`src/logic/odp_pkg.sv`:
```
// package: constants, types and helpers for the second dependency term
package odp_pkg;

  // register offsets of the configuration block
  localparam logic [7:0] ODP_OFS_PRIM_WD  = 8'h27;
  localparam logic [7:0] ODP_OFS_SEC_GPI  = 8'h28;
  localparam logic [7:0] ODP_OFS_GPI_OUT  = 8'h29;
  localparam logic [7:0] ODP_OFS_OUT_EGT  = 8'h3B;
  localparam logic [7:0] ODP_OFS_MR_EN    = 8'h40;
  localparam logic [7:0] ODP_OFS_STATUS   = 8'hF0;

  localparam logic [7:0] ODP_REG_RESET    = 8'h00;
  localparam logic [7:0] ODP_RD_UNMAPPED  = 8'h00;

  // field positions
  localparam int ODP_HI_IN_LO   = 4;
  localparam int ODP_HI_IN_HI   = 5;
  localparam int ODP_OUT12_LO   = 2;
  localparam int ODP_OUT12_HI   = 3;
  localparam int ODP_OUTX_LO    = 4;
  localparam int ODP_OUTX_HI    = 7;
  localparam int ODP_GPI34_LO   = 0;
  localparam int ODP_GPI34_HI   = 1;
  localparam int ODP_OUT8_BIT   = 4;
  localparam int ODP_MR_BIT     = 4;
  localparam int ODP_ST_TERM2   = 0;
  localparam int ODP_ST_ASSERT  = 1;
  localparam int ODP_ST_SIX     = 2;

  // widths of the combined dependency vector and of the condition struct
  localparam int ODP_DEP_W      = 25;
  localparam int ODP_COND_W     = 27;

  // fault levels of every condition, 1 = fault / asserted, except mr_n, which is low while pressed
  typedef struct packed {
    logic [5:0] prim;
    logic [5:0] sec;
    logic [1:0] wdog;
    logic [3:0] gpi;
    logic [7:0] outs;
    logic       mr_n;
  } odp_cond_t;

  typedef struct packed {
    logic [7:0] addr;
    logic       wr;
    logic       rd;
    logic [7:0] wdata;
  } odp_reg_req_t;

  // clear the fifth/sixth input bits on the four-input variant
  function automatic logic [7:0] odp_clean_mask(input logic [7:0] v,
                                                input logic       six);
    logic [7:0] r;
    r = v;
    if (!six) begin
      r[ODP_HI_IN_HI:ODP_HI_IN_LO] = 2'b00;
    end
    return r;
  endfunction : odp_clean_mask

endpackage : odp_pkg

```
`src/logic/odp_output_dep.sv`:
```
// second product term and assertion logic for one sequenced output
// Notes on behaviour
// - 0x27 bits 0-3 select primary undervoltage of inputs one to four.
// - 0x27 bits 4-5 select inputs five, six; zero on four-input part.
// - 0x27 bits 6-7 select watchdog one and two.
// - 0x28 bits 0-3 select secondary threshold of inputs one to four.
// - 0x28 bits 4-5 select secondary of inputs five, six; six-input only.
// - 0x28 bits 6-7 and 0x29 bits 0-1 select logic inputs one to four.
// - 0x29 bits 2-3 select outputs one, two; six-input only.
// - 0x29 bits 4-7 select four other outputs, mapping by variant.
// - 0x3B bit 4 selects output eight; six-input only.
// - 0x40 bit 4 set: output asserts while manual reset is low.
// - output deasserts when either product term is one, unless the 0x40 manual reset holds it asserted.
// - first product term arrives as a result from elsewhere.
module odp_output_dep
(
  // clock and reset
  input  wire logic              CLK_I,
  input  wire logic              RST_I,
  // variant strap, 1 = six-input part
  input  wire logic              SIX_INPUT_I,
  // condition levels from pins
  input  wire odp_pkg::odp_cond_t COND_I,
  // first product term result
  input  wire logic              TERM1_I,
  // configuration register port
  input  wire odp_pkg::odp_reg_req_t REG_I,
  output logic [7:0]             REG_RDATA_O,
  output logic                   REG_RVALID_O,
  // results
  output logic                   TERM2_O,
  output logic                   OUT_ASSERT_O
);

  import odp_pkg::*;

  odp_cond_t              sync1_q;
  odp_cond_t              sync2_q;
  odp_cond_t              sync3_q;
  odp_cond_t              stab_q;
  logic [7:0]             m27_q;
  logic [7:0]             m28_q;
  logic [7:0]             m29_q;
  logic [7:0]             m3b_q;
  logic [7:0]             m40_q;
  logic                   six_q;
  logic                   strap_done_q;
  logic [7:0]             mask_pw;
  logic [7:0]             mask_sg;
  logic [ODP_DEP_W-1:0]   dep_mask;
  logic [ODP_DEP_W-1:0]   dep_fault;
  logic [6:0]             out_mask;
  logic [6:0]             out_fault;
  logic                   term2_c;
  logic                   mr_force;
  logic [7:0]             rdata_d;

  // three-stage capture of pin levels
  always_ff @(posedge CLK_I or posedge RST_I) begin
    if (RST_I) begin
      sync1_q <= '0;
      sync2_q <= '0;
      sync3_q <= '0;
      // idle pin level is high, no false press after reset
      sync1_q.mr_n <= 1'b1;
      sync2_q.mr_n <= 1'b1;
      sync3_q.mr_n <= 1'b1;
    end else begin
      sync1_q <= COND_I;
      sync2_q <= sync1_q;
      sync3_q <= sync2_q;
    end
  end

  // accept a level once the last two stages agree, per bit
  always_ff @(posedge CLK_I or posedge RST_I) begin
    if (RST_I) begin
      stab_q      <= '0;
      stab_q.mr_n <= 1'b1;
    end else begin
      for (int i = 0; i < ODP_COND_W; i++) begin
        if (sync2_q[i] == sync3_q[i]) begin
          stab_q[i] <= sync3_q[i];
        end
      end
    end
  end

  // variant strap caught once after reset release
  always_ff @(posedge CLK_I or posedge RST_I) begin
    if (RST_I) begin
      six_q        <= 1'b1;
      strap_done_q <= 1'b0;
    end else if (!strap_done_q) begin
      six_q        <= SIX_INPUT_I;
      strap_done_q <= 1'b1;
    end
  end

  // configuration register writes
  always_ff @(posedge CLK_I or posedge RST_I) begin
    if (RST_I) begin
      m27_q <= ODP_REG_RESET;
      m28_q <= ODP_REG_RESET;
      m29_q <= ODP_REG_RESET;
      m3b_q <= ODP_REG_RESET;
      m40_q <= ODP_REG_RESET;
    end else if (REG_I.wr) begin
      case (REG_I.addr)
        ODP_OFS_PRIM_WD: begin
          m27_q <= REG_I.wdata;
        end
        ODP_OFS_SEC_GPI: begin
          m28_q <= REG_I.wdata;
        end
        ODP_OFS_GPI_OUT: begin
          m29_q <= REG_I.wdata;
        end
        ODP_OFS_OUT_EGT: begin
          m3b_q <= REG_I.wdata;
        end
        ODP_OFS_MR_EN: begin
          m40_q <= REG_I.wdata;
        end
        default: begin
        end
      endcase
    end
  end

  // register read mux
  always_comb begin
    case (REG_I.addr)
      ODP_OFS_PRIM_WD: rdata_d = m27_q;
      ODP_OFS_SEC_GPI: rdata_d = m28_q;
      ODP_OFS_GPI_OUT: rdata_d = m29_q;
      ODP_OFS_OUT_EGT: rdata_d = m3b_q;
      ODP_OFS_MR_EN:   rdata_d = m40_q;
      ODP_OFS_STATUS: begin
        rdata_d                = ODP_RD_UNMAPPED;
        rdata_d[ODP_ST_TERM2]  = TERM2_O;
        rdata_d[ODP_ST_ASSERT] = OUT_ASSERT_O;
        rdata_d[ODP_ST_SIX]    = six_q;
      end
      default:         rdata_d = ODP_RD_UNMAPPED;
    endcase
  end

  always_ff @(posedge CLK_I or posedge RST_I) begin
    if (RST_I) begin
      REG_RDATA_O  <= ODP_RD_UNMAPPED;
      REG_RVALID_O <= 1'b0;
    end else begin
      REG_RDATA_O  <= REG_I.rd ? rdata_d : ODP_RD_UNMAPPED;
      REG_RVALID_O <= REG_I.rd;
    end
  end

  // fifth/sixth inputs dropped on four-input part
  always_comb begin
    mask_pw = odp_clean_mask(m27_q, six_q);
    mask_sg = odp_clean_mask(m28_q, six_q);
  end

  always_comb begin
    out_mask = {m3b_q[ODP_OUT8_BIT], m29_q[ODP_OUTX_HI:ODP_OUTX_LO],
                m29_q[ODP_OUT12_HI:ODP_OUT12_LO]};
    if (six_q) begin
      out_fault = {stab_q.outs[7], stab_q.outs[6], stab_q.outs[5],
                   stab_q.outs[3], stab_q.outs[2], stab_q.outs[1],
                   stab_q.outs[0]};
    end else begin
      out_mask[6] = 1'b0;
      out_mask[1:0] = 2'b00;
      out_fault = {1'b0, stab_q.outs[4], stab_q.outs[3],
                   stab_q.outs[1], stab_q.outs[0], 2'b00};
    end
  end

  always_comb begin
    dep_mask  = {mask_pw[7:6], mask_pw[5:0], mask_sg[5:0],
                 m29_q[ODP_GPI34_HI:ODP_GPI34_LO], mask_sg[7:6],
                 out_mask};
    dep_fault = {stab_q.wdog[1], stab_q.wdog[0], stab_q.prim,
                 stab_q.sec, stab_q.gpi[3:2], stab_q.gpi[1:0],
                 out_fault};
  end

  odp_term_eval u_term2 (
    .mask_i  (dep_mask),
    .fault_i (dep_fault),
    .prod_o  (term2_c)
  );

  always_comb begin
    mr_force = m40_q[ODP_MR_BIT] && !stab_q.mr_n;
  end

  always_ff @(posedge CLK_I or posedge RST_I) begin
    if (RST_I) begin
      TERM2_O      <= 1'b0;
      OUT_ASSERT_O <= 1'b1;
    end else begin
      TERM2_O      <= term2_c;
      OUT_ASSERT_O <= mr_force || !(term2_c || TERM1_I);
    end
  end
endmodule : odp_output_dep

```
`src/logic/odp_term_eval.sv`:
```
// product term evaluator over a dependency mask
module odp_term_eval
  import odp_pkg::*;
(
  // mask and fault levels
  input  wire logic [ODP_DEP_W-1:0] mask_i,
  input  wire logic [ODP_DEP_W-1:0] fault_i,
  // result
  output logic                      prod_o
);

  // true only when every selected condition is free of fault
  always_comb begin
    prod_o = &(~mask_i | ~fault_i);
  end

endmodule : odp_term_eval

```
`config.mk`:
```
export PLATFORM = sky130hd
export DESIGN_NAME = odp_output_dep
export DESIGN_NICKNAME = d
export VERILOG_FILES = /design/src/logic/odp_pkg.sv /design/src/logic/odp_output_dep.sv /design/src/logic/odp_term_eval.sv
export SDC_FILE = /design/constraint.sdc
export NUM_CORES = 1
export LEC_CHECK = 0
export ABC_AREA = 0
export BUFFER_PORTS_ARGS = -buffer_cell sky130_fd_sc_hd__buf_4
export CORE_MARGIN = 1.5
export CORE_UTILIZATION = 59
export DETAILED_ROUTE_END_ITERATION = 10
export GPL_TIMING_DRIVEN = 0
export PLACE_DENSITY = 0.8
export SLEW_MARGIN = 20
export SYNTH_ARGS = -nofsm -noshare
export SYNTH_HDL_FRONTEND = slang
export SYNTH_SLANG_ARGS = --single-unit
```
`constraint.sdc`:
```
create_clock -name CLK_I -period 8.69 [get_ports CLK_I]
set_input_delay 0.869 -clock CLK_I [delete_from_list [all_inputs] [get_ports CLK_I]]
set_output_delay 0.869 -clock CLK_I [all_outputs]
set_load 0.02 [all_outputs]
```
==> metrics.txt, run 1 <==
vias in the first global route=3140; outcome=finished clean; cell count after synthesis=308; most common flop cell mapped by yosys=dfrtp_1; Worst Setup SP=REG_I[12]; P_leak=2.97 nW; DRT Pass-1 Iters=7; Area growth syn-to-layout=21.1%; CP bufs+invs=1; Setup Skew=0.00701 ns; Avg Synthesized Cell Area=17.5 um^2; total global routing overflow=0; IO Count=60; Ys Warns=0; clk slew on worst S/H paths=0.06 ns; maximum fanout along the worst path=10; layout cell share with drive strength beyond 1=0.377; drt initial violations=198; total power=1.57 mW; critical path's slowest cell=nor4_4; worst hold path class=flip-flop to flip-flop; routed vias=2889; initial antenna violation count=0; TritonCTS clock tree=done; DRC viols=0; post-cts resize count=0; Crit Reg-Reg Startpoint=six_q; clk root buf=clkbuf_8; max cap viols=0; EDFF count, synth=0; synthesized net count=357; Worst Path Required=9.08 ns; critical path endpoint category=flip-flop; hold_buf cts=0; drt wl/cell=19.3 um; Starting Density=0.614; TritonCTS Buffers=17; slew at the pin closest to its max-slew limit=0.720 ns; TNS Setup=0 ns; Crit path arrival time=2.74 ns; worst-path cell chain=buf_4 -> or2b_1 -> nor4_4 -> nand2_1 -> mux2_2; Post-DRT Antenna Nets=0; Period Utilization, post-route=0.270; Max IR drop VDD=0.143 mV; first-pass GRT wire length=15.9 mm; hold_sp=sync1_q[3]; fin util=0.743; gpl congestion=0.871; ys async rst share=1.00; antenna cells=0; RSZ-0062 raised after global routing=false; endpoints failing hold=0; final setup vio count=0; Synth Cell Area=5380 um^2; die area=9700 um^2; Max Freq=427 MHz; core box area=8760 um^2; dpl hpwl=6.07 mm; Port Buf Inserts=58; hold slack=0.347 ns; die width=98.5 um; Row Count=34; final slew viol count=0; Max-slew headroom=0.508; Post-CTS Repair Setup Buffers=0; fin nets=435; final WL=9.78 mm; Via density=5.71; # clock sinks=161; Max stage delay on crit path=0.54 ns; Crit Path Category=input port to flip-flop; H-Tree Level Count=4; power density over cell area=241 nW/um^2; sequential fraction of the synthesis area=0.750; minimum clock period=2.34 ns; Cell variety after synth=37; CP top delay family=simple AND/OR/NAND/NOR gates; Clock Path Buffers=2; fillcell total=516; worst skew pair latency=0.52 ns; Critical Path Source Type=input port; overall routing resource usage=0.219; pin count of the biggest net entering global routing=87; Synth Register Bits=161; Die Height=98.5 um
-- flip-flops by register name, summed over array words and instances, names as in the netlist, 8 cells and up --
name,count
REG_RDATA_O,8
dep_fault,18
m27_q,8
m28_q,8
m29_q,8
m3b_q,8
m40_q,8
stab_q,9
sync1_q,27
sync2_q,27
sync3_q,27
-- cell families after synthesis --
group / after synthesis / synth area share
other cells: 1 / 0.000697
mux: 45 / 0.0949
buf+inv: 7 / 0.00837
simple gates: 28 / 0.0391
flops: 161 / 0.750
fa+ha+maj: 27 / 0.0502
compound gates: 39 / 0.0563
-- per-layer routing --
| layer | up-vias | track usage | share of wire |
|---|---|---|---|
| met4 | 0 | 0.0899 | 0.024 |
| li1 | 1290 | - | - |
| met1 | 1475 | 0.290 | 0.44 |
| met3 | 25 | 0.0667 | 0.058 |
| met5 | - | 0 | 0 |
| met2 | 99 | 0.345 | 0.48 |
-- report_power, final --
part | switching, mW | internal [mW] | total, mW
clock | 0.276 | 0.385 | 0.660
sequential | 0.0261 | 0.797 | 0.823
combinational | 0.0421 | 0.0425 | 0.0845
-- metrics by stage --
step / area (um^2) / std cells / setup WS, ns
floorplan: 5380 / 308 / 3.48
global placement: 5950 / 474 / 2.19
detailed placement: 5980 / 475 / 5.88
CTS: 6510 / 506 / 6.38
global route: 6510 / 506 / 6.21
finish: 6510 / 506 / 6.35
-- layout make-up --
cell class	count	area, um^2	share of cell area
multi-input combinational	140	1300	0.199
tap	108	135	0.0207
buffer	4	33.8	0.00519
clock inverter	9	86.3	0.0133
sequential	161	4040	0.620
inverter	3	18.8	0.00288
timing repair buffer	59	463	0.0711
clock buffer	22	443	0.0680
-- worst paths after layout --
kind | to | slack [ns] | depth (start not counted)
worst max-delay path | m3b_q[5] | 6.35 | 5
worst min-delay path | sync2_q[3] | 0.35 | 0
worst max register to register | OUT_ASSERT_O | 6.39 | 6
worst min register to register | sync2_q[3] | 0.35 | 0
max in group asynchronous | six_q | 7.52 | 3
min in group asynchronous | sync1_q[20] | 0.40 | 2
-- cell usage after synthesis (2+ instances only) --
master / n / area, um^2
a222oi_1: 9 / 90.1
dfstp_2: 6 / 158
nor3_1: 2 / 10.0
nand2_1: 7 / 26.3
nand3_1: 4 / 20.0
maj3_1: 27 / 270
a22oi_1: 17 / 128
dfrtp_1: 155 / 3880
a21oi_1: 5 / 25.0
nor4_4: 2 / 42.5
inv_1: 3 / 11.3
a31oi_1: 3 / 18.8
mux2_2: 44 / 495
-- placed cells by master (no fill, tap or decap), drive strengths merged, types with 4 or more instances in the layout --
master / synthesis / layout
a22oi: 17 / 17
a21oi: 5 / 5
a222oi: 9 / 9
nand2: 10 / 10
buf: 2 / 61
clkbuf: 2 / 24
clkinvlp: 0 / 5
nand3: 4 / 4
mux2: 45 / 45
maj3: 27 / 27
dfstp: 6 / 6
dfrtp: 155 / 155
Note: power is estimated with default switching activity, not from simulation.
==> run 2, diff against run 1 <==
--- a/config.mk
+++ b/config.mk
@@ -5,13 +5,13 @@
 export SDC_FILE = /design/constraint.sdc
 export NUM_CORES = 1
 export LEC_CHECK = 0
-export ABC_AREA = 0
+export ABC_AREA = 1
 export BUFFER_PORTS_ARGS = -buffer_cell sky130_fd_sc_hd__buf_4
 export CORE_MARGIN = 1.5
-export CORE_UTILIZATION = 59
+export CORE_UTILIZATION = 58
 export DETAILED_ROUTE_END_ITERATION = 10
 export GPL_TIMING_DRIVEN = 0
-export PLACE_DENSITY = 0.8
+export PLACE_DENSITY = 0.79
 export SLEW_MARGIN = 20
 export SYNTH_ARGS = -nofsm -noshare
 export SYNTH_HDL_FRONTEND = slang
==> constraint.sdc (replaced) <==
create_clock -name CLK_I -period 2.4 [get_ports CLK_I]
set_input_delay 0.24 -clock CLK_I [delete_from_list [all_inputs] [get_ports CLK_I]]
set_output_delay 0.24 -clock CLK_I [all_outputs]
set_load 0.02 [all_outputs]
==> metrics.txt, run 2 <==
outcome=finished clean; top cells by count, synth=dfrtp_1 (155), nand2_1 (114), nand3_1 (50); IO Count=60 (unchanged); top cells by area, synth=dfrtp_1 (66%), nand2_1 (7.2%), maj3_1 (4.6%); cell taking the most area after synthesis=dfrtp_1; fin util=0.771 (+0.0279); minimum clock period=1.42 ns; Worst Setup SP=RST_I; worst hold path class=input port to flip-flop; Row Count=36 (+5.9%); R2R setup slack=1.04 ns (-5.35 ns); RSZ-0062 raised after global routing=false; Starting Density=0.603 (-0.0112); hold_sp=REG_I[9]; gpl congestion=0.852 (-2.1%); EDFF count, synth=0 (unchanged); RR Endpoint=OUT_ASSERT_O; DRC viols=0 (unchanged); ys async rst share=1.00 (unchanged); Cell variety after synth=24 (-35%); dpl hpwl=7.63 mm (+26%); core box area=9820 um^2 (+12%); power density over cell area=814 nW/um^2 (+240%); endpoints failing hold=0 (unchanged); sequential fraction of the synthesis area=0.682 (-0.0682); most common flop cell mapped by yosys=dfrtp_1; first-pass GRT wire length=19.3 mm (+22%); most frequent cell after synthesis=dfrtp_1; total power=6.16 mW (+290%); layout cell share with drive strength beyond 1=0.236 (-0.141); Critical Path Source Type=input port; Max Freq=703 MHz; max cap viols=0 (unchanged); maximum fanout along the worst path=37 (+27); Cells on Worst Hold Path=3 (+3); critical path endpoint category=asynchronous set/reset pin; Worst Path Required=3.10 ns (-5.98 ns); initial antenna violation count=0 (unchanged); Area growth syn-to-layout=28.0%; clk slew on worst S/H paths=0.06 ns (about the same); area share of the largest cell type after synthesis=0.656 (-0.0656); Post-CTS Repair Setup Buffers=0 (unchanged); Crit Reg-Reg Startpoint=m29_q[1]; pin count of the biggest net entering global routing=38 (-56%); antenna cells=0 (unchanged); TritonCTS clock tree=done; Max IR drop VDD=0.484 mV (+240%); Avg Synthesized Cell Area=12.1 um^2 (-31%); worst reg2reg path depth=8 (+2); Post-DRT Antenna Nets=0 (unchanged); P_leak=3.75 nW (+27%); worst skew pair latency=0.52 ns (about the same); Via density=5.10 (-11%); clk root buf=clkbuf_8; final WL=11.2 mm (+15%); cell count after synthesis=490 (+59%); Period Utilization, post-route=0.592; TritonCTS Buffers=17 (unchanged); TNS Setup=0 ns (unchanged); Clock Path Buffers=2 (unchanged); drt wl/cell=14.9 um (-23%); slew at the pin closest to its max-slew limit=0.638 ns (-0.0817 ns); H-Tree Level Count=4 (unchanged); DRT Pass-1 Iters=5 (-2); # clock sinks=161 (unchanged); Max-slew headroom=0.574 (+0.0660); Hold EP=m40_q[7]; Synth Cell Area=5920 um^2 (+10%); Port Buf Inserts=59 (+1.7%); Setup Skew=0.00797 ns (+0.000965 ns); overall routing resource usage=0.232 (+0.0130); Die Height=104 um (+5.6%); register area=4040 um^2 (unchanged); commonest cells after routing, fill and taps aside=dfrtp_1 (155), nand2_1 (114), buf_4 (60); die width=104 um (+5.6%); Final Instance Count excl. Fillers=752 (+49%); multi-input logic area=1660 um^2 (+28%); die area=10800 um^2 (+12%); drt initial violations=246 (+24%); Crit path arrival time=2.12 ns (-0.62 ns); total global routing overflow=0 (unchanged); Synth Register Bits=161 (unchanged); vias in the first global route=3898 (+24%); final slew viol count=0 (unchanged); fillcell total=635 (+23%); synthesized net count=539 (+51%); Top Registers=sync1_q: 27 flops, sync2_q: 27 flops, sync3_q: 27 flops; commonest non-fill, non-tap cell in the layout=dfrtp_1; Ys Warns=0 (unchanged); Crit Path Category=input port to asynchronous set/reset pin; routed vias=3838 (+33%); final setup vio count=0 (unchanged); dpl cells=686 (+44%); fin nets=655 (+51%)
[run 2: layer usage]
metal,vias up,routed length (um),track usage
met5,-,0,0
met4,0,140,0.0734
met3,16,586,0.0545
met2,126,5580,0.375
met1,1870,4910,0.316
li1,1826,-,-
[run 2: worst max-delay path, stage by stage]
cell           delay (ns)
dlygate4sd3_1        0.53
buf_4                0.14
clkinvlp_4           0.43
buf_12               0.26
buf_12               0.24
buf_12               0.25
[run 2: logic make-up after synthesis]
| kind of cell | share of synthesized area |
|---|---|
| and+or+nand+nor | 0.184 |
| DFF | 0.682 |
| AOI/OAI and AO/OA | 0.0508 |
| buffers and inverters | 0.0372 |
| adders and majority gates | 0.0457 |
| other | 0.000634 |
[run 2: layout make-up]
class	count	share of cell area
timing repair buffer	97	0.114
multi-input combinational	285	0.219
buffer	9	0.0117
tap	133	0.0220
clock buffer	22	0.0625
clock inverter	10	0.0197
sequential	161	0.533
inverter	35	0.0178
[run 2: worst max-delay path by stage]
stage                                 to  slack (ns)  depth (start not counted)
after detailed placement  REG_RDATA_O[2]        0.79                          9
after global placement      dep_fault[9]       -0.63                          2
after CTS                       m27_q[0]        0.92                          6
after floorplan           REG_RDATA_O[0]        0.12                          1
after global routing            m27_q[0]        0.81                          6
final                           m27_q[0]        0.98                          6
[run 2: power by group]
group | switching (mW) | leakage [nW] | internal, mW
clock | 1.04 | 0.304 | 1.71
sequential | 0.105 | 1.96 | 2.89
combinational | 0.217 | 1.49 | 0.203
total | 1.36 | 3.75 | 4.80
[run 2: per-stage QoR]
stage	setup slack (ns)	hold WS (ns)	instance area (um^2)
3_5_place_dp	0.794	0.336	6610
4_1_cts	0.924	0.00947	7570
2_1_floorplan	0.122	0.244	5920
3_3_place_gp	-0.629	0.332	6530
6_report	0.978	0.0314	7570
5_1_grt	0.807	0.0199	7570
[run 2: repair_timing]
item,4_1_cts,5_1_grt
endpoints found under the hold margin,61,0
endpoints found under the setup margin,0,0
hold buffers,34,0
gates resized for setup,0,0
==> run 3, diff against run 2 <==
--- a/config.mk
+++ b/config.mk
@@ -8,10 +8,10 @@
 export ABC_AREA = 1
 export BUFFER_PORTS_ARGS = -buffer_cell sky130_fd_sc_hd__buf_4
 export CORE_MARGIN = 1.5
-export CORE_UTILIZATION = 58
+export CORE_UTILIZATION = 52
 export DETAILED_ROUTE_END_ITERATION = 10
 export GPL_TIMING_DRIVEN = 0
-export PLACE_DENSITY = 0.79
+export PLACE_DENSITY = 0.74
 export SLEW_MARGIN = 20
 export SYNTH_ARGS = -nofsm -noshare
 export SYNTH_HDL_FRONTEND = slang
==> constraint.sdc (replaced) <==
create_clock -name CLK_I -period 1.3 [get_ports CLK_I]
set_input_delay 0.13 -clock CLK_I [delete_from_list [all_inputs] [get_ports CLK_I]]
set_output_delay 0.13 -clock CLK_I [all_outputs]
set_load 0.02 [all_outputs]
==> metrics.txt, run 3 (same netlist as run 2, synthesis figures left out) <==
initial antenna violation count=0 (unchanged); placed instance area=6650 um^2 (+0.66%); gpl congestion=0.803 (-5.8%); CP top delay family=flip-flops; H-Tree Level Count=4 (unchanged); Clock Path Buffers=2 (unchanged); die area=12000 um^2 (+11%); fin util=0.691 (-0.0798); critical path endpoint category=output port; Port Buf Inserts=59 (unchanged); final WL=11.5 mm (+2.6%); RSZ-0062 raised after global routing=false; Die Height=110 um (+5.5%); M2 GR Usage=0.352 (-0.0228); DRC viols=0 (unchanged); pin count of the biggest net entering global routing=39 (+2.6%); drt initial violations=269 (+9.3%); IO Count=60 (unchanged); outcome=finished clean; grt peak-use layer=met2; Crit Path Category=flip-flop to output port; Via density=5.04 (-1.2%); Max IR drop VDD=1.03 mV (+110%); Max stage delay on crit path=0.54 ns (about the same); clk root buf=clkbuf_16; minimum clock period=1.22 ns; R2R setup slack=0.09 ns (-0.95 ns); Row Count=38 (+5.6%); worst skew pair latency=0.42 ns (-0.10 ns); fin nets=661 (+0.92%); drt wl/cell=15.1 um (+1.3%); dpl hpwl=7.98 mm (+4.7%); Post-DRT Antenna Nets=0 (unchanged); total global routing overflow=0 (unchanged); commonest non-fill, non-tap cell in the layout=dfrtp_1; final setup vio count=0 (unchanged); worst hold path class=input port to flip-flop; Max-slew headroom=0.660 (+0.0861); antenna cells=0 (unchanged); hold slack=0.0157 ns (-0.0158 ns); final slew viol count=0 (unchanged); worst-path cell chain=buf_4; routed vias=3844 (+0.16%); Setup Skew=0.00480 ns (-0.00317 ns); design area=7590 um^2 (+0.28%); Area growth syn-to-layout=28.3%; Worst Path Required=1.17 ns (-1.93 ns); endpoints failing hold=0 (unchanged); overall routing resource usage=0.218 (-0.0140); Critical Path Source Type=flip-flop; met1 usage=0.285 (-0.0318); TritonCTS clock tree=done; clk slew on worst S/H paths=0.06 ns (about the same); TritonCTS Buffers=17 (unchanged); Crit path arrival time=1.09 ns (-1.03 ns); maximum fanout along the worst path=2 (-95%); die width=110 um (+5.5%); critical path's slowest cell=dfstp_2; Starting Density=0.539 (-0.0638); slew at the pin closest to its max-slew limit=0.509 ns (-0.129 ns); GR Layer Usage met3=0.0539 (-0.000569); core box area=11000 um^2 (+12%); max cap viols=0 (unchanged); commonest cells after routing, fill and taps aside=dfrtp_1 (155), nand2_1 (114), buf_4 (65); Period Utilization, post-route=0.941; Max Freq=817 MHz; layout cell share with drive strength beyond 1=0.246 (+0.0101); # clock sinks=161 (unchanged); CP bufs+invs=1 (-5); P_leak=3.76 nW (about the same); Top Registers=sync1_q: 27 flops, sync2_q: 27 flops, sync3_q: 27 flops; DRT Pass-1 Iters=4 (-1); power density over cell area=1450 nW/um^2 (+78%); vias in the first global route=4014 (+3.0%); first-pass GRT wire length=19.3 mm (-0.22%)
-- run 3: metal layers --
| layer | routed length [um] | vias to the layer above |
|---|---|---|
| li1 | - | 1836 |
| met1 | 4990 | 1875 |
| met2 | 5720 | 109 |
| met3 | 558 | 24 |
| met4 | 242 | 0 |
| met5 | 0 | - |
-- run 3: report_power, final --
group / internal, mW / switching (mW) / leakage, nW
Sequential: 5.34 / 0.187 / 1.96
Clock: 2.79 / 1.86 / 0.265
Combinational: 0.404 / 0.425 / 1.53
-- run 3: path summary, 6_finish.rpt --
kind | start | endpoint | cells after the start
max reg2reg | six_q | OUT_ASSERT_O | 7
max | OUT_ASSERT_O | OUT_ASSERT_O | 1
min reg2reg | sync1_q[14] | sync2_q[14] | 0
max in group asynchronous | RST_I | sync2_q[10] | 6
min | REG_I[9] | m40_q[7] | 3
min in group asynchronous | RST_I | sync1_q[2] | 3
-- run 3: worst register-to-register path, stage by stage, from the launching register on --
cell	delay, ns
dfstp_2	0.60
nand2_1	0.08
nand3_1	0.08
nand2_1	0.06
nor2_2	0.11
nand3_2	0.10
nand2_1	0.07
nand2_1	0.04
-- run 3: what timing repair did --
item,4_1_cts,5_1_grt
resized for setup,1,4
endpoints found under the hold margin,56,0
setup buffers,1,4
hold buffers,34,0
gates cloned,0,0
endpoints found under the setup margin,1,51
pin swaps,0,2
-- run 3: layout make-up --
cell class / count / area [um^2]
Buffer: 9 / 88.8
Clock buffer: 19 / 433
Clock inverter: 10 / 116
Fill cell: 780 / 3390
Inverter: 35 / 135
Multi-Input combinational cell: 285 / 1670
Sequential cell: 161 / 4040
Tap cell: 140 / 175
Timing Repair Buffer: 103 / 936
-- run 3: stage by stage --
step	TNS [ns]	setup WS [ns]	std cells	power (mW)
floorplan	-136.76	-0.868	490	5.98
global placement	-265.19	-1.68	689	6.25
detailed placement	-2.04	-0.176	694	6.34
CTS	0	0.00193	758	11.1
global route	0	0.0147	762	11.4
finish	0	0.0761	762	11.0
